$ cat config.mk
export PLATFORM = sky130hd
export DESIGN_NAME = chained_block_tx_dma
export DESIGN_NICKNAME = d
export VERILOG_FILES = /design/src/common/txdma_pkg.sv /design/src/core/mem_read_port.sv /design/src/core/chained_block_tx_dma.sv
export VERILOG_INCLUDE_DIRS = /design/src /design/src/common
export SDC_FILE = /design/constraint.sdc
export NUM_CORES = 1
export LEC_CHECK = 0
export ABC_AREA = 1
export BUFFER_PORTS_ARGS = -buffer_cell sky130_fd_sc_hd__clkbuf_2
export CORE_MARGIN = 2
export CORE_UTILIZATION = 63
export DETAILED_ROUTE_END_ITERATION = 16
export GPL_TIMING_DRIVEN = 0
export PLACE_DENSITY = 0.85
export SKIP_LAST_GASP = 1
export SLEW_MARGIN = 20
export SYNTH_ARGS = -nofsm -noshare
export SYNTH_HDL_FRONTEND = slang
export SYNTH_HIERARCHICAL = 1
export SYNTH_SLANG_ARGS = --single-unit
$ cat constraint.sdc
create_clock -name mclk -period 8.64 [get_ports mclk]
set_clock_uncertainty 0.1 [all_clocks]
set_input_delay 0.432 -clock mclk [delete_from_list [all_inputs] [get_ports mclk]]
set_output_delay 0.432 -clock mclk [all_outputs]
set_load 0.005 [all_outputs]
$ cat src/common/txdma_defines.svh
// register offsets, field positions and reset values of the transmit dma
// assumes one aligned 32-bit word per register on an AHB-Lite slave
`ifndef TXDMA_DEFINES_SVH
`define TXDMA_DEFINES_SVH

`define OFF_CTRL 8'h00
`define OFF_STATUS 8'h04
`define OFF_BASE 8'h08
`define OFF_CUR_DESC 8'h0C
`define OFF_END_DESC 8'h10
`define OFF_RX_BUF_LEN 8'h14
`define OFF_REMAIN 8'h18
`define OFF_BUF_ADDR 8'h1C

`define CTRL_MULTI 0
`define CTRL_WORD 1
`define CTRL_ERR_IE 2
`define CTRL_FE_IE 3

`define STAT_IDLE 0
`define STAT_ENABLE 1
`define STAT_OVF 4
`define STAT_FE_ACK 5
`define STAT_FCT_LO 8
`define STAT_FCT_HI 11

`define DESC_WORDS 3'h5
`define DESC_ST_EOM 7
`define DESC_ST_EOT 6

`define RST_CTRL 4'h0
`define RST_BASE 8'h00
`define RST_PTR 16'h0000
`define RST_FCT 4'h0
`define FCT_MAX 4'hF

`endif

$ cat src/common/txdma_pkg.sv
// types shared by the transmit dma channel and its memory read port
// assumes txdma_defines.svh holds all numeric constants
`default_nettype none
package txdma_pkg;
  typedef enum logic [2:0] {
    ST_IDLE,
    ST_DESC,
    ST_WAIT,
    ST_READ,
    ST_SWITCH
  } dma_state_e;

  typedef struct packed {
    logic [23:0] addr;
    logic word;
  } mem_req_s;

  typedef struct packed {
    logic [15:0] chain;
    logic [23:0] buf_ptr;
    logic [15:0] len;
    logic end_of_frame_flag;
    logic eot;
  } desc_s;

  typedef struct packed {
    logic [7:0] addr;
    logic write;
    logic valid;
  } ahb_ap_s;
endpackage
`default_nettype wire

$ cat src/core/mem_read_port.sv
// one-outstanding memory read port of the transmit dma
// assumes memory answers each held request with a one-cycle ack
`timescale 1ns/100ps
`default_nettype none
module mem_read_port (
  input wire logic mclk,
  input wire logic reset,
  input wire logic start,
  input wire txdma_pkg::mem_req_s start_cmd,
  output logic mem_req,
  output txdma_pkg::mem_req_s mem_cmd,
  input wire logic mem_ack,
  input wire logic [15:0] mem_rdata,
  output logic done,
  output logic [15:0] rdata
);
  import txdma_pkg::*;

  // request held until the ack, start ignored while busy
  always_ff @(posedge mclk) begin
    if (reset) begin
      mem_req <= 1'b0;
      mem_cmd <= '0;
    end else if (mem_req && mem_ack) begin
      mem_req <= 1'b0;
    end else if (start && !mem_req) begin
      mem_req <= 1'b1;
      mem_cmd <= start_cmd;
    end
  end

  always_ff @(posedge mclk) begin
    if (reset) begin
      done <= 1'b0;
      rdata <= 16'h0000;
    end else begin
      done <= mem_req && mem_ack;
      if (mem_req && mem_ack) begin
        // a byte read sits in the low lane
        rdata <= mem_cmd.word ? mem_rdata : {8'h00, mem_rdata[7:0]};
      end
    end
  end
endmodule // mem_read_port
`default_nettype wire

$ cat src/core/chained_block_tx_dma.sv
// transmit chained-block dma channel with AHB-Lite register slave
// assumes one clock, transmitter request on mclk, memory on mem_read_port
//
// How it works
// - 16-bit remaining count drops per read
// - 24-bit buffer address rises per read
// - buffer done when remaining count zero
// - new buffer loads count from descriptor
// - new buffer loads its start address
// - transmitter request reads at buffer address
// - single frame: advance, clear enable, idle
// - control registers kept across stops
// - pointers equal on request in idle: error, no data
// - multi frame stays enabled unless eot, end movable
// - 4-bit counter of unserviced frame ends
// - counter overflow: flag, stop, clear, error
// - channel enable at status bit one
// - descriptor address is base as upper byte over pointer
// - frame end interrupt on frame completion
// - next descriptor pointer loaded on switch
`timescale 1ns/100ps
`include "txdma_defines.svh"
`default_nettype none
module chained_block_tx_dma (
  input wire logic mclk,
  input wire logic reset,
  input wire logic hsel,
  input wire logic [31:0] haddr,
  input wire logic [1:0] htrans,
  input wire logic hwrite,
  input wire logic [2:0] hsize,
  input wire logic [31:0] hwdata,
  input wire logic hready,
  output logic hreadyout,
  output logic [31:0] hrdata,
  output logic hresp,
  input wire logic tx_req,
  output logic tx_valid,
  output logic [15:0] tx_data,
  output logic tx_word,
  output logic mem_req,
  output txdma_pkg::mem_req_s mem_cmd,
  input wire logic mem_ack,
  input wire logic [15:0] mem_rdata,
  output logic error_irq,
  output logic frame_end_irq
);
  import txdma_pkg::*;

  dma_state_e state_reg;
  ahb_ap_s ap_reg;
  desc_s desc_reg;
  logic [3:0] ctrl_reg;
  logic channel_enable_reg;
  logic overflow_reg;
  logic [3:0] frame_end_counter_reg;
  logic [7:0] descriptor_base_upper_reg;
  logic [15:0] current_descriptor_pointer_reg;
  logic [15:0] end_descriptor_pointer_reg;
  logic [15:0] rx_buffer_length_reg;
  logic [15:0] remaining_byte_count_reg;
  logic [23:0] current_buffer_address_reg;
  logic [2:0] desc_idx_reg;
  logic rd_start;
  mem_req_s rd_cmd;
  logic rd_done;
  logic [15:0] rd_data;
  logic wr_ctrl, wr_status, wr_base, wr_cur, wr_end, wr_len;
  logic use_word;
  logic [15:0] step;
  logic [15:0] desc_ofs;
  logic frame_end;
  logic ovf_event;
  logic err_event;
  logic hw_disable;
  logic fe_ack;
  logic stop_now;

  assign hreadyout = 1'b1;
  assign hresp = 1'b0;

  // zero wait states: read data registered at the address phase edge
  always_ff @(posedge mclk) begin
    if (reset) begin
      ap_reg <= '0;
    end else if (hready) begin
      ap_reg.valid <= hsel && htrans[1];
      ap_reg.write <= hwrite;
      ap_reg.addr <= haddr[7:0];
    end
  end

  function automatic logic [31:0] read_reg(input logic [7:0] a);
    logic [31:0] v;
    v = 32'h0000_0000;
    case (a)
      `OFF_CTRL: v[3:0] = ctrl_reg;
      `OFF_STATUS: begin
        v[`STAT_IDLE] = (state_reg == ST_IDLE);
        v[`STAT_ENABLE] = channel_enable_reg;
        v[`STAT_OVF] = overflow_reg;
        v[`STAT_FCT_HI:`STAT_FCT_LO] = frame_end_counter_reg;
      end
      `OFF_BASE: v[7:0] = descriptor_base_upper_reg;
      `OFF_CUR_DESC: v[15:0] = current_descriptor_pointer_reg;
      `OFF_END_DESC: v[15:0] = end_descriptor_pointer_reg;
      `OFF_RX_BUF_LEN: v[15:0] = rx_buffer_length_reg;
      `OFF_REMAIN: v[15:0] = remaining_byte_count_reg;
      `OFF_BUF_ADDR: v[23:0] = current_buffer_address_reg;
      default: v = 32'h0000_0000;
    endcase
    return v;
  endfunction

  always_ff @(posedge mclk) begin
    if (reset) begin
      hrdata <= 32'h0000_0000;
    end else if (hready && hsel && htrans[1] && !hwrite) begin
      hrdata <= read_reg(haddr[7:0]);
    end
  end

  always_comb begin
    wr_ctrl = ap_reg.valid && ap_reg.write && (ap_reg.addr == `OFF_CTRL);
    wr_status = ap_reg.valid && ap_reg.write && (ap_reg.addr == `OFF_STATUS);
    wr_base = ap_reg.valid && ap_reg.write && (ap_reg.addr == `OFF_BASE);
    wr_cur = ap_reg.valid && ap_reg.write && (ap_reg.addr == `OFF_CUR_DESC);
    wr_end = ap_reg.valid && ap_reg.write && (ap_reg.addr == `OFF_END_DESC);
    wr_len = ap_reg.valid && ap_reg.write && (ap_reg.addr == `OFF_RX_BUF_LEN);
    fe_ack = wr_status && hwdata[`STAT_FE_ACK];
  end

  always_ff @(posedge mclk) begin
    if (reset) begin
      ctrl_reg <= `RST_CTRL;
      descriptor_base_upper_reg <= `RST_BASE;
      end_descriptor_pointer_reg <= `RST_PTR;
      rx_buffer_length_reg <= `RST_PTR;
    end else begin
      if (wr_ctrl) begin
        ctrl_reg <= hwdata[3:0];
      end
      if (wr_base) begin
        descriptor_base_upper_reg <= hwdata[7:0];
      end
      if (wr_end) begin
        end_descriptor_pointer_reg <= hwdata[15:0];
      end
      if (wr_len) begin
        rx_buffer_length_reg <= hwdata[15:0];
      end
    end
  end

  always_comb begin
    // word only from an even address with two bytes left
    use_word = ctrl_reg[`CTRL_WORD] && !current_buffer_address_reg[0]
      && (remaining_byte_count_reg > 16'h0001);
    step = use_word ? 16'h0002 : 16'h0001;
    desc_ofs = {12'h000, desc_idx_reg, 1'b0};
    frame_end = (state_reg == ST_SWITCH) && (desc_reg.end_of_frame_flag || desc_reg.eot);
    // overflow on a frame end at full count
    ovf_event = frame_end && (frame_end_counter_reg == `FCT_MAX);
    stop_now = desc_reg.eot || ovf_event || !ctrl_reg[`CTRL_MULTI];
    err_event = ((state_reg == ST_IDLE) && channel_enable_reg && tx_req
      && (current_descriptor_pointer_reg == end_descriptor_pointer_reg))
      || ovf_event;
    hw_disable = err_event || (frame_end && stop_now);
  end

  // base forms the upper address byte of descriptor reads
  always_comb begin
    rd_start = 1'b0;
    rd_cmd.addr = {descriptor_base_upper_reg,
      current_descriptor_pointer_reg + desc_ofs};
    rd_cmd.word = 1'b1;
    if (state_reg == ST_DESC && !mem_req && !rd_done) begin
      rd_start = 1'b1;
    end else if (state_reg == ST_WAIT && tx_req
        && remaining_byte_count_reg != 16'h0000) begin
      rd_start = 1'b1;
      rd_cmd.addr = current_buffer_address_reg;
      rd_cmd.word = use_word;
    end
  end

  mem_read_port u_port (
    .mclk(mclk),
    .reset(reset),
    .start(rd_start),
    .start_cmd(rd_cmd),
    .mem_req(mem_req),
    .mem_cmd(mem_cmd),
    .mem_ack(mem_ack),
    .mem_rdata(mem_rdata),
    .done(rd_done),
    .rdata(rd_data)
  );

  always_ff @(posedge mclk) begin
    if (reset) begin
      state_reg <= ST_IDLE;
    end else begin
      case (state_reg)
        ST_IDLE: begin
          if (channel_enable_reg && tx_req && !err_event) begin
            state_reg <= ST_DESC;
          end
        end
        ST_DESC: begin
          if (rd_done && desc_idx_reg == `DESC_WORDS - 3'h1) begin
            state_reg <= ST_WAIT;
          end
        end
        ST_WAIT: begin
          if (remaining_byte_count_reg == 16'h0000) begin
            state_reg <= ST_SWITCH;
          end else if (tx_req) begin
            state_reg <= ST_READ;
          end
        end
        ST_READ: begin
          if (rd_done) begin
            state_reg <= ST_WAIT;
          end
        end
        ST_SWITCH: begin
          if (frame_end && stop_now) begin
            state_reg <= ST_IDLE;
          end else if (frame_end) begin
            state_reg <= ST_IDLE;
          end else begin
            state_reg <= ST_DESC;
          end
        end
        default: state_reg <= ST_IDLE;
      endcase
    end
  end

  always_ff @(posedge mclk) begin
    if (reset) begin
      desc_idx_reg <= 3'h0;
      desc_reg <= '0;
    end else if (state_reg != ST_DESC) begin
      desc_idx_reg <= 3'h0;
    end else if (rd_done) begin
      desc_idx_reg <= desc_idx_reg + 3'h1;
      case (desc_idx_reg)
        3'h0: desc_reg.chain <= rd_data;
        3'h1: desc_reg.buf_ptr[15:0] <= rd_data;
        3'h2: desc_reg.buf_ptr[23:16] <= rd_data[7:0];
        3'h3: desc_reg.len <= rd_data;
        3'h4: begin
          desc_reg.end_of_frame_flag <= rd_data[`DESC_ST_EOM];
          desc_reg.eot <= rd_data[`DESC_ST_EOT];
        end
        default: desc_reg <= desc_reg;
      endcase
    end
  end

  // no software path to count or address
  always_ff @(posedge mclk) begin
    if (reset) begin
      remaining_byte_count_reg <= `RST_PTR;
      current_buffer_address_reg <= 24'h00_0000;
    end else if (state_reg == ST_DESC && rd_done
        && desc_idx_reg == `DESC_WORDS - 3'h1) begin
      remaining_byte_count_reg <= desc_reg.len;
      current_buffer_address_reg <= desc_reg.buf_ptr;
    end else if (state_reg == ST_READ && rd_done) begin
      remaining_byte_count_reg <= remaining_byte_count_reg - step;
      current_buffer_address_reg <= current_buffer_address_reg + {8'h00, step};
    end
  end

  always_ff @(posedge mclk) begin
    if (reset) begin
      current_descriptor_pointer_reg <= `RST_PTR;
    end else if (state_reg == ST_SWITCH) begin
      current_descriptor_pointer_reg <= desc_reg.chain;
    end else if (wr_cur) begin
      current_descriptor_pointer_reg <= hwdata[15:0];
    end
  end

  // hardware clear beats a same-cycle software write
  always_ff @(posedge mclk) begin
    if (reset) begin
      channel_enable_reg <= 1'b0;
    end else if (hw_disable) begin
      channel_enable_reg <= 1'b0;
    end else if (wr_status) begin
      channel_enable_reg <= hwdata[`STAT_ENABLE];
    end
  end

  always_ff @(posedge mclk) begin
    if (reset) begin
      frame_end_counter_reg <= `RST_FCT;
    end else if (ovf_event) begin
      frame_end_counter_reg <= `RST_FCT;
    end else if (frame_end && !fe_ack) begin
      frame_end_counter_reg <= frame_end_counter_reg + 4'h1;
    end else if (!frame_end && fe_ack && frame_end_counter_reg != `RST_FCT) begin
      frame_end_counter_reg <= frame_end_counter_reg - 4'h1;
    end
  end

  // set wins over the write-one clear
  always_ff @(posedge mclk) begin
    if (reset) begin
      overflow_reg <= 1'b0;
    end else if (ovf_event) begin
      overflow_reg <= 1'b1;
    end else if (wr_status && hwdata[`STAT_OVF]) begin
      overflow_reg <= 1'b0;
    end
  end

  always_ff @(posedge mclk) begin
    if (reset) begin
      error_irq <= 1'b0;
      frame_end_irq <= 1'b0;
    end else begin
      error_irq <= err_event && ctrl_reg[`CTRL_ERR_IE];
      frame_end_irq <= frame_end && ctrl_reg[`CTRL_FE_IE];
    end
  end

  always_ff @(posedge mclk) begin
    if (reset) begin
      tx_valid <= 1'b0;
      tx_data <= 16'h0000;
      tx_word <= 1'b0;
    end else begin
      tx_valid <= (state_reg == ST_READ) && rd_done;
      if ((state_reg == ST_READ) && rd_done) begin
        tx_data <= rd_data;
        tx_word <= mem_cmd.word;
      end
    end
  end
endmodule // chained_block_tx_dma
`default_nettype wire

**Yosys cells after proc, flatten, opt, wreduce, memory -nomap -nowiden**

Cells that the tools add are included.

- Bits in registers: 267
- Latch bits: 0
- Bits in writable memories: 0
- Memory bits (read-only): 0
- Output and inout port bits: 80
- Logic and storage cells: 172
- Memories: 0

- Add/sub/neg operators: 6
- $mul: 0
- Divide/modulo/power cells: 0
- $lt $le $gt $ge: 1
- Eq/ne operators: 27
- Shift operators: 0
- Mux-type cells: 31
- Bitwise operators: 2
- Reduce and logical (&&, ||, !) cells: 73

Operators with widths:

| kind | count |
|---|---|
| 16-bit 2-to-1 mux | 5 |
| 25-bit 2-to-1 mux | 2 |
| 8-bit by 5-bit == test with 1-bit output, second input constant | 6 |
| 24-bit 2-to-1 mux | 2 |
| 1-bit logical AND | 38 |
| 8-bit by 4-bit == test with 1-bit output, second input constant | 4 |
| 24-bit by 2-bit adder with 24-bit output | 1 |
| 4-bit one-hot mux with 6 select lines | 1 |
| 4-bit one-hot mux with 5 select lines | 1 |
| 3-bit one-hot mux with 6 select lines | 1 |
| 16-bit by 4-bit adder with 16-bit output | 1 |
| 16-bit == test | 1 |
| 8-bit by 3-bit == test with 1-bit output, second input constant | 2 |
| 16-bit by 1-bit > comparator with 1-bit output, second input constant | 1 |
| 16-bit logical NOT | 1 |
| 8-bit logical NOT | 2 |
| 2-bit one-hot mux with 8 select lines | 1 |
| 16-bit nonzero test | 1 |
| 16-bit by 2-bit subtractor with 16-bit output | 1 |
| 3-bit 2-to-1 mux | 5 |
| 3-bit one-hot mux with 5 select lines | 1 |
| 3-bit AND reduction | 5 |
| 2-bit one-hot mux with 7 select lines | 1 |
| 3-bit by 2-bit == test with 1-bit output, second input constant | 4 |
| other kinds (24) | 52 |

**Depth between registers and ports, before layout**

Gate-level depths: netlist (run 1).

- Depth after elaboration: 9
- Gate-level depth with buffers: 20
- Gate-level depth less buffers: 20

**Cells and area by module**

The synthesis (run 1) kept the hierarchy.

By module, submodules not included:

| module | instances | cells each | area each (um^2) | sequential area each (um^2) |
|---|---|---|---|---|
| chained_block_tx_dma | 1 | 1620 | 11179.5 | 4484.3 |
| mem_read_port | 1 | 238 | 1775.5 | 860.8 |

**Worst setup path after synthesis (run 1)**

OpenSTA, ideal clock, no wires.

- Path type: register to register
- Start point: reg remaining_byte_count_reg[9]
- End point: reg remaining_byte_count_reg[14]
- Library setup time: 0.128 ns
- Data arrival time: 2.680 ns
- Setup slack: 5.732 ns
- Cell stages (with the launch flop): 19
- Buffers on the path: 0
- Clock period less this slack: 2.908 ns
- Cell sequence: dfxtp_1 -> inv_1 -> nand2_1 -> nor3_1 -> nand2_1 -> nor2_2 -> inv_1 -> nand4_1 -> ha_1 -> inv_1 -> fa_1 -> nand3b_1 -> nor2_1 -> nand2_1 -> nor2_1 -> nand2_1 -> xor2_1 -> a21oi_1 -> nor2_1

- Word-level cells in the longest chain between the ends: 6

Ends and longest elaborated chain:

| element | line | text |
|---|---|---|
| start, declared | chained_block_tx_dma.sv:61 | `logic [15:0] remaining_byte_count_reg;` |
| start signal, assigned | chained_block_tx_dma.sv:266 | `` remaining_byte_count_reg <= `RST_PTR; `` |
| start signal, assigned | chained_block_tx_dma.sv:270 | `remaining_byte_count_reg <= desc_reg.len;` |
| start signal, assigned | chained_block_tx_dma.sv:273 | `remaining_byte_count_reg <= remaining_byte_count_reg - step;` |
| 16-bit by 1-bit > comparator with 1-bit output | chained_block_tx_dma.sv:158 | `&& (remaining_byte_count_reg > 16'h0001);` |
| 1-bit logical AND | chained_block_tx_dma.sv:157 | `` use_word = ctrl_reg[`CTRL_WORD] && !current_buffer_address_reg[0] `` |
| 2-bit 2-to-1 mux | chained_block_tx_dma.sv:159 | `step = use_word ? 16'h0002 : 16'h0001;` |
| 16-bit by 2-bit subtractor with 16-bit output (*) | chained_block_tx_dma.sv:273 |  |
| 16-bit 2-to-1 mux (*) | chained_block_tx_dma.sv:272 | `end else if (state_reg == ST_READ && rd_done) begin` |
| 16-bit 2-to-1 mux (*) | chained_block_tx_dma.sv:268 | `end else if (state_reg == ST_DESC && rd_done` |

Mark *: on every way between the ends. The rest lies on a longest branch, timed or not. The select of a mux whose other input is x is not followed.
A chain may end at the register's enable or synchronous reset.

**Worst setup path in the final report (run 1)**

- Start point: reg remaining_byte_count_reg[15]
- End point: reg remaining_byte_count_reg[14]

- Word-level cells in the longest chain between the ends: 6

Ends and longest elaborated chain:

| element | line |
|---|---|
| 16-bit by 1-bit > comparator with 1-bit output | chained_block_tx_dma.sv:158 |
| 1-bit logical AND | chained_block_tx_dma.sv:157 |
| 2-bit 2-to-1 mux | chained_block_tx_dma.sv:159 |
| 16-bit by 2-bit subtractor with 16-bit output | chained_block_tx_dma.sv:273 |
| 16-bit 2-to-1 mux | chained_block_tx_dma.sv:272 |
| 16-bit 2-to-1 mux | chained_block_tx_dma.sv:268 |

Every way passes these cells. The select of a mux whose other input is x is not followed.

==> results of run 1 <==
worst paths after layout:
kind / end / from / depth (start not counted) / slack, ns
max: remaining_byte_count_reg[14] / remaining_byte_count_reg[15] / 18 / 5.12
min: u_port/rdata[0] / mem_rdata[0] / 3 / 0.008
max reg2reg: remaining_byte_count_reg[14] / remaining_byte_count_reg[15] / 18 / 5.12
min reg2reg: desc_reg[7] / desc_reg[7] / 2 / 0.35
cell usage after synthesis, types with 3 or more instances:
cell type    n
buf_6        9
a221oi_1     3
buf_4       17
nor2_2       6
o21ai_0    203
fa_1         3
ha_1        14
dfxtp_1    267
nand2_1    349
nor2_1     214
nand3_2      9
nand3_1    124
a211oi_1    12
a31oi_1     37
clkbuf_1    50
inv_1      217
o22ai_1     37
inv_2        9
a21oi_1    146
nand4_1     12
buf_2       18
nor2_4       6
xor2_1      22
nor3b_1      3
o21ai_1      4
o31ai_1      3
or2_2        3
buf_1        3
nor3_2       4
o221ai_1     4
nor3_1      23
nor4_1       4
nand2_2      5
layer usage:
layer	up-vias	global-route usage, %	share of wire, %
met1	6327	56.7	39
li1	6420	-	-
met2	949	63.7	43
met4	0	17.1	4.4
met5	-	0	0
met3	155	11.5	13
cell type report:
class	instances	area share, %
tap	270	2.27
multi-input combinational	1275	42.0
inverter	226	5.69
clock inverter	10	0.931
buffer	98	3.51
timing repair buffer	123	4.33
clock buffer	40	5.41
sequential	267	35.8
power groups by stage:
stage                     combinational (mW)  sequential [mW]  clock (mW)
after floorplan                        0.328             1.37           0
after global placement                 0.473             1.38           0
after detailed placement               0.484             1.38           0
after CTS                              0.492             1.36        1.24
after global routing                   0.565             1.37        1.29
final                                  0.504             1.36        1.25
metrics by stage:
step	power, mW	hold WS [ns]	cell area, um^2	util [%]
2_1_floorplan	1.70	0.324	13000	-
3_3_place_gp	1.85	0.334	13900	68.7
3_5_place_dp	1.87	0.338	13900	68.7
4_1_cts	3.09	0.000992	14900	73.7
5_1_grt	3.22	0.0168	14900	73.7
6_report	3.11	0.00774	14900	73.7
logic make-up (layout without fill, tap and decap cells):
| kind of cell | Yosys count | count (layout) | synth area share (%) |
|---|---|---|---|
| AO/OA/AOI/OAI | 459 | 459 | 19.2 |
| adder cells (fa/ha/maj) | 17 | 17 | 1.82 |
| AND/OR/NAND/NOR | 765 | 765 | 25.4 |
| XOR/XNOR | 24 | 24 | 1.62 |
| other | 2 | 10 | 0.0580 |
| flip-flops | 267 | 267 | 41.3 |
| buffers and inverters | 324 | 497 | 10.6 |
critical path: cells and delay by family (launching register included):
family	cells	cell delay [ns]
compound gates	1	0.12
flops	1	0.31
fa+ha+maj	2	0.61
buf+inv	3	0.27
simple gates	11	1.85
xor+xnor	1	0.14
==> metrics.csv, run 1 <==
stage,metric,value,unit
synth,Synth Flop Type,dfxtp_1,
setup_path,Critical Path AT,3.84,ns
setup_path,crit-path max FO,6,
final_layout,max reg flops,58,
setup_path,WP data required,8.96,ns
placement,DP Worst Slack,5.22,ns
clock_network,post-cts resize count,0,
placement,Inst Count DP,2253,
placement,Port Buffer Count,117,
clock_network,clk buf depth,3,
setup_path,CP cell instances,"inv_1, nand2_1, nor3_1, nand2_1, nor2_2, inv_1, nand4_1, ha_1, inv_1, fa_1, nand3b_1, nor2_1, nand2_1, nor2_1, nand2_1, xor2_1, a21oi_1, nor2_1",
die,die area,0.0217,mm^2
synth,number of enable flip-flop cells after synthesis,0,
clock_network,post-CTS setup buffer count,0,
die,Ports,172,
die,Core Rows,52,
detailed_routing,initial drt markers,1804,
worst_hold_path,Min-Delay Path Class,in -> reg,
clock_network,TritonCTS clock tree,done,
timing,Final WS setup,5.12,ns
grt,initial antenna violation count,0,
final_layout,share of cells above drive strength 1,12.4,%
power,worst IR drop on VDD,0.169,mV
grt,total congestion overflow,0,
synth,cell taking the most area after synthesis,dfxtp_1,
synth,synthesized cell area,0.0130,mm^2
detailed_routing,Post-Route WL,46100,um
setup_path,Worst Setup End Kind,register,
synth,Area contributors post-synth,"dfxtp_1 (41%), nand2_1 (10%), o21ai_0 (7.8%), inv_1 (6.3%), nor2_1 (6.2%)",
timing,setup violators final,0,
placement,GPL Wtd Cong,1.02,
grt,number of global-route vias before repair,12400,
final_layout,Ant. Diodes,0,
detailed_routing,Final ANT Viol Nets,0,
outcome,outcome,finished clean,
grt,Tot GR Track Use,41.8,%
final_layout,Filler cells,1678,
clock_network,H-tree Lvls,1,
synth,synthesized instance count,1858,
grt,first-pass GRT wire length,70200,um
power,sw power,888,uW
synth,Yosys cell types,46,
power,Leak Pwr,6.19,nW
final_layout,multi-input logic area,0.00627,mm^2
detailed_routing,Via density,6.00,
detailed_routing,Remaining DRCs,0,
final_layout,Nets,2128,
detailed_routing,via count,13900,
die,Core Region,0.0202,mm^2
synth,Synth Area per Inst,6.97,um^2
final_layout,FF+latch area,0.00535,mm^2
timing,worst-margin pin slew,0.936,ns
final_layout,Area Growth Syn to Fin,15.1,%
die,Vert. Die Dim,147,um
timing,setup TNS,0,ns
synth,area share of the largest cell type after synthesis,41.3,%
clock_network,clock sink count,267,
placement,placed wire-length estimate,35200,um
job,Max-Cap Viols,0,
power,clock power share,40.1,%
setup_path,CP max stage delay,0.40,ns
power,Int Pwr,2.22,mW
setup_path,critical path's slowest cell,fa_1,
power,Gate power share,16.2,%
die,Initial Util,64.0,%
timing,"Period Utilization, post-route",40.8,%
timing,RSZ-0062 raised after global routing,false,
timing,Highest Clock Rate,284,MHz
timing,max-slew violation count,0,
clock_network,CTS Root Cell,clkbuf_16,
clock_network,Worst-path clk slew,0.07,ns
timing,slew margin rel.,37.6,%
power,sequential share of power,43.7,%
power,switching share of power,28.5,%
detailed_routing,number of iterations in the first detailed-routing pass,9,
power,pwr/cell area,209,mW/mm^2
clock_network,cts hold-fix bufs,6,
synth,sequential area share after synthesis,41.3,%
grt,largest net degree at the start of global routing,15,
synth,"FFs w/ async S/R, synth",0,%
setup_path,"Worst Path Class, Setup",reg -> reg,
clock_network,cts bufs inserted,28,
timing,final hold violations,0,
synth,Yosys reg bits,267,
die,Die Wd,147,um
setup_path,CP dominant cell by count,nand2_1,
synth,Ys Warns,6,
timing,min cycle time layout,3.52,ns
clock_network,clock latency on the worst-skew pair,0.55,ns
setup_path,startpoint types,register,
detailed_routing,Routed wire per std cell,20.0,um
final_layout,most frequent cells in the layout,"nand2_1 (349), dfxtp_1 (267), inv_1 (217)",
final_layout,"leading cell type in the layout, fill and taps excluded",nand2_1,
final_layout,"non-filler cells, final",2309,
Note: power is estimated with default switching activity, not from simulation.
==> run 2, diff against run 1 <==
ABC_AREA = 0   (was 1)
CORE_UTILIZATION = 58   (was 63)
PLACE_DENSITY = 0.79   (was 0.85)
clock period = 3.3 ns   (was 8.64 ns; I/O delays follow)
==> metrics.csv, run 2 <==
stage,metric,value,unit,change
synth,Synth Flop Type,dfxtp_1,,
final_layout,Area Growth Syn to Fin,21.0,%,
clock_network,Worst-path clk slew,0.06,ns,about the same
timing,final hold violations,0,,unchanged
die,Core Rows,53,,+1.9%
synth,number of enable flip-flop cells after synthesis,0,,unchanged
outcome,outcome,finished clean,,
setup_path,Critical Path AT,3.60,ns,-0.24 ns
detailed_routing,number of iterations in the first detailed-routing pass,8,,-1
worst_hold_path,Min-Delay Path Class,in -> reg,,
grt,Tot GR Track Use,39.4,%,-2.5 points
worst_hold_path,Worst Hold Launch,reset,,
detailed_routing,initial drt markers,1364,,-24%
final_layout,max reg flops,58,,unchanged
setup_path,WP data required,3.68,ns,-5.28 ns
setup_path,CP cell instances,"buf_6, nor4_4, nand4_1, nand3b_1, ha_2, inv_1, fa_2, nor3_4, and2_4, nand2_8, nor4_4, mux2_4, a21oi_2",,
grt,largest net degree at the start of global routing,15,,unchanged
grt,first-pass GRT wire length,67700,um,-3.6%
setup_path,CP dominant cell by count,nor4_4,,
clock_network,clock latency on the worst-skew pair,0.56,ns,about the same
synth,area share of the largest cell type after synthesis,43.0,%,+1.7 points
grt,total congestion overflow,0,,unchanged
setup_path,Critical Path Source,remaining_byte_count_reg[7],,
power,Leak Pwr,5.75,nW,-7.2%
clock_network,cts bufs inserted,29,,+3.6%
power,worst IR drop on VDD,0.409,mV,+140%
synth,Synth Area per Inst,7.96,um^2,+14%
synth,Synth Area in Compound Gates,16.2,%,-3.0 points
timing,worst-margin pin slew,0.848,ns,-0.0878 ns
timing,max-slew violation count,0,,unchanged
clock_network,H-tree Lvls,1,,unchanged
detailed_routing,via count,12900,,-6.5%
detailed_routing,Post-Route WL,45900,um,-0.56%
detailed_routing,Routed wire per std cell,22.2,um,+11%
synth,post-synthesis adder-cell area fraction,1.89,%,+0.075 points
detailed_routing,Final ANT Viol Nets,0,,unchanged
synth,Area contributors post-synth,"dfxtp_1 (43%), nand2_1 (10%), a21oi_1 (9.5%), nor2_1 (4.5%), mux2i_1 (4.0%)",,
timing,Final WS setup,0.0733,ns,-5.04 ns
synth,"top cells by count, synth","nand2_1 (338), dfxtp_1 (267), a21oi_1 (236)",,
setup_path,CP max stage delay,0.40,ns,about the same
clock_network,clk buf depth,3,,unchanged
synth,XOR/XNOR Fraction of Synth Area,2.61,%,+0.98 points
setup_path,startpoint types,register,,
setup_path,"reg-to-reg slack, setup",0.07,ns,-5.04 ns
final_layout,"non-filler cells, final",2066,,-11%
final_layout,"leading cell type in the layout, fill and taps excluded",nand2_1,,
timing,"Period Utilization, post-route",97.8,%,+57 points
clock_network,CTS Root Cell,clkbuf_16,,
synth,synthesized instance count,1562,,-16%
synth,largest family of logic cells by synthesized area,simple AND/OR/NAND/NOR gates,,
final_layout,share of cells above drive strength 1,15.0,%,+2.6 points
setup_path,critical path's slowest cell,fa_2,,
synth,area share of and/or/nand/nor cells after synthesis,24.0,%,-1.5 points
power,pwr/cell area,524,mW/mm^2,+150%
setup_path,CP bufs+invs,2,,-1
timing,setup violators final,0,,unchanged
placement,Post-Place Cell Area,0.0134,mm^2,-3.8%
final_layout,design area,0.0150,mm^2,+0.90%
setup_path,CP Depth,13,,-5
die,Ports,172,,unchanged
placement,DP Worst Slack,-0.564,ns,-5.79 ns
detailed_routing,Remaining DRCs,0,,unchanged
synth,sequential area share after synthesis,43.0,%,+1.7 points
synth,"FFs w/ async S/R, synth",0,%,unchanged
synth,post-synthesis mux area share,7.28,%,+7.3 points
synth,synthesized cell area,0.0124,mm^2,-4.0%
placement,placed wire-length estimate,32300,um,-8.2%
clock_network,clock sink count,267,,unchanged
placement,Port Buffer Count,114,,-2.6%
job,Max-Cap Viols,0,,unchanged
timing,slew margin rel.,43.4,%,+5.9 points
placement,GPL Wtd Cong,0.986,,-3.7%
synth,Ys Warns,6,,unchanged
clock_network,TritonCTS clock tree,done,,
timing,min cycle time layout,3.23,ns,-0.296 ns
final_layout,Ant. Diodes,0,,unchanged
final_layout,most frequent cells in the layout,"nand2_1 (336), dfxtp_1 (263), a21oi_1 (234)",,
placement,Inst Count DP,1959,,-13%
die,Vert. Die Dim,150,um,+2.1%
synth,most numerous cell in the Yosys netlist,nand2_1,,
timing,Highest Clock Rate,310,MHz,+9.2%
setup_path,Worst Setup End Kind,register,,
die,die area,0.0226,mm^2,+4.2%
synth,cell taking the most area after synthesis,dfxtp_1,,
final_layout,Nets,1877,,-12%
setup_path,r2r startpoint,remaining_byte_count_reg[7],,
setup_path,Top delay family on crit path,simple AND/OR/NAND/NOR gates,,
detailed_routing,Via density,6.27,,+4.4%
setup_path,"Worst Path Class, Setup",reg -> reg,,
die,Die Wd,150,um,+2.1%
die,Initial Util,59.2,%,-4.8 points
die,Core Region,0.0210,mm^2,+3.9%
grt,initial antenna violation count,2,,+2
setup_path,worst reg-to-reg path cell count,13,,-5
worst_hold_path,Hold Crit Depth,4,,+1
synth,Yosys reg bits,267,,unchanged
setup_path,crit-path max FO,7,,+1
synth,Yosys cell types,71,,+54%
grt,number of global-route vias before repair,12000,,-3.7%
## run 2: routing by layer
metal	global-route usage, %	vias up	share of wire (%)	wire length, um
met5	0	-	0.028	13
met4	18.0	2	5.5	2500
met3	11.0	189	12	5640
met2	63.6	821	45	20600
met1	48.9	6138	37	17100
li1	-	5794	-	-
## run 2: path summary, 6_finish.rpt
kind,to
worst min register to register,tx_data[4]
worst max register to register,remaining_byte_count_reg[14]
worst min-delay path,hrdata[3]
worst max-delay path,remaining_byte_count_reg[14]
## run 2: power breakdown
| group | internal (mW) | total (mW) | switching (mW) |
|---|---|---|---|
| clock | 2.20 | 3.56 | 1.36 |
| sequential | 3.30 | 3.42 | 0.127 |
| combinational | 0.334 | 0.900 | 0.566 |
| total | 5.82 | 7.88 | 2.06 |
## run 2: cells by family after synthesis
family,after synthesis
simple gates,668
compound gates,353
flops,267
buf+inv,136
mux,82
xor+xnor,37
fa+ha+maj,17
other cells,2
## run 2: worst reg2reg max path, stage by stage (launching register included)
cell and delay, ns:
dfxtp_1 0.31, buf_6 0.11, nor4_4 0.32, nand4_1 0.18, nand3b_1 0.23, ha_2 0.22, inv_1 0.06, fa_2 0.40
nor3_4 0.22, and2_4 0.21, nand2_8 0.08, nor4_4 0.26, mux2_4 0.33, a21oi_2 0.13
## run 2: per-stage QoR
step	setup TNS [ns]	hold WS, ns	total power [mW]	utilization, %
2_1_floorplan	0	0.201	4.00	-
3_3_place_gp	-1.20	0.297	4.29	63.7
3_5_place_dp	-1.50	0.296	4.30	63.7
4_1_cts	0	0.101	7.83	70.9
5_1_grt	-0.182	0.137	8.06	71.6
6_report	0	0.135	7.88	71.6
## run 2: area by class of cell
| class | count | area (um^2) |
|---|---|---|
| clock buffers | 41 | 821 |
| clock inverters | 13 | 219 |
| fillers | 1646 | 5970 |
| well taps | 275 | 344 |
| multi-input cells | 1167 | 6600 |
| repair buffers | 168 | 1090 |
| flip-flops and latches | 267 | 5350 |
| inverters | 19 | 71.3 |
| plain buffers | 116 | 554 |
## run 2: what timing repair did
action / CTS / global route
hold endpoints to repair: 86 / 0
setup buffers: 2 / 8
pin swaps: 3 / 9
cloned: 0 / 0
endpoints found under the setup margin: 8 / 35
resized for setup: 5 / 22
hold buffers: 44 / 0
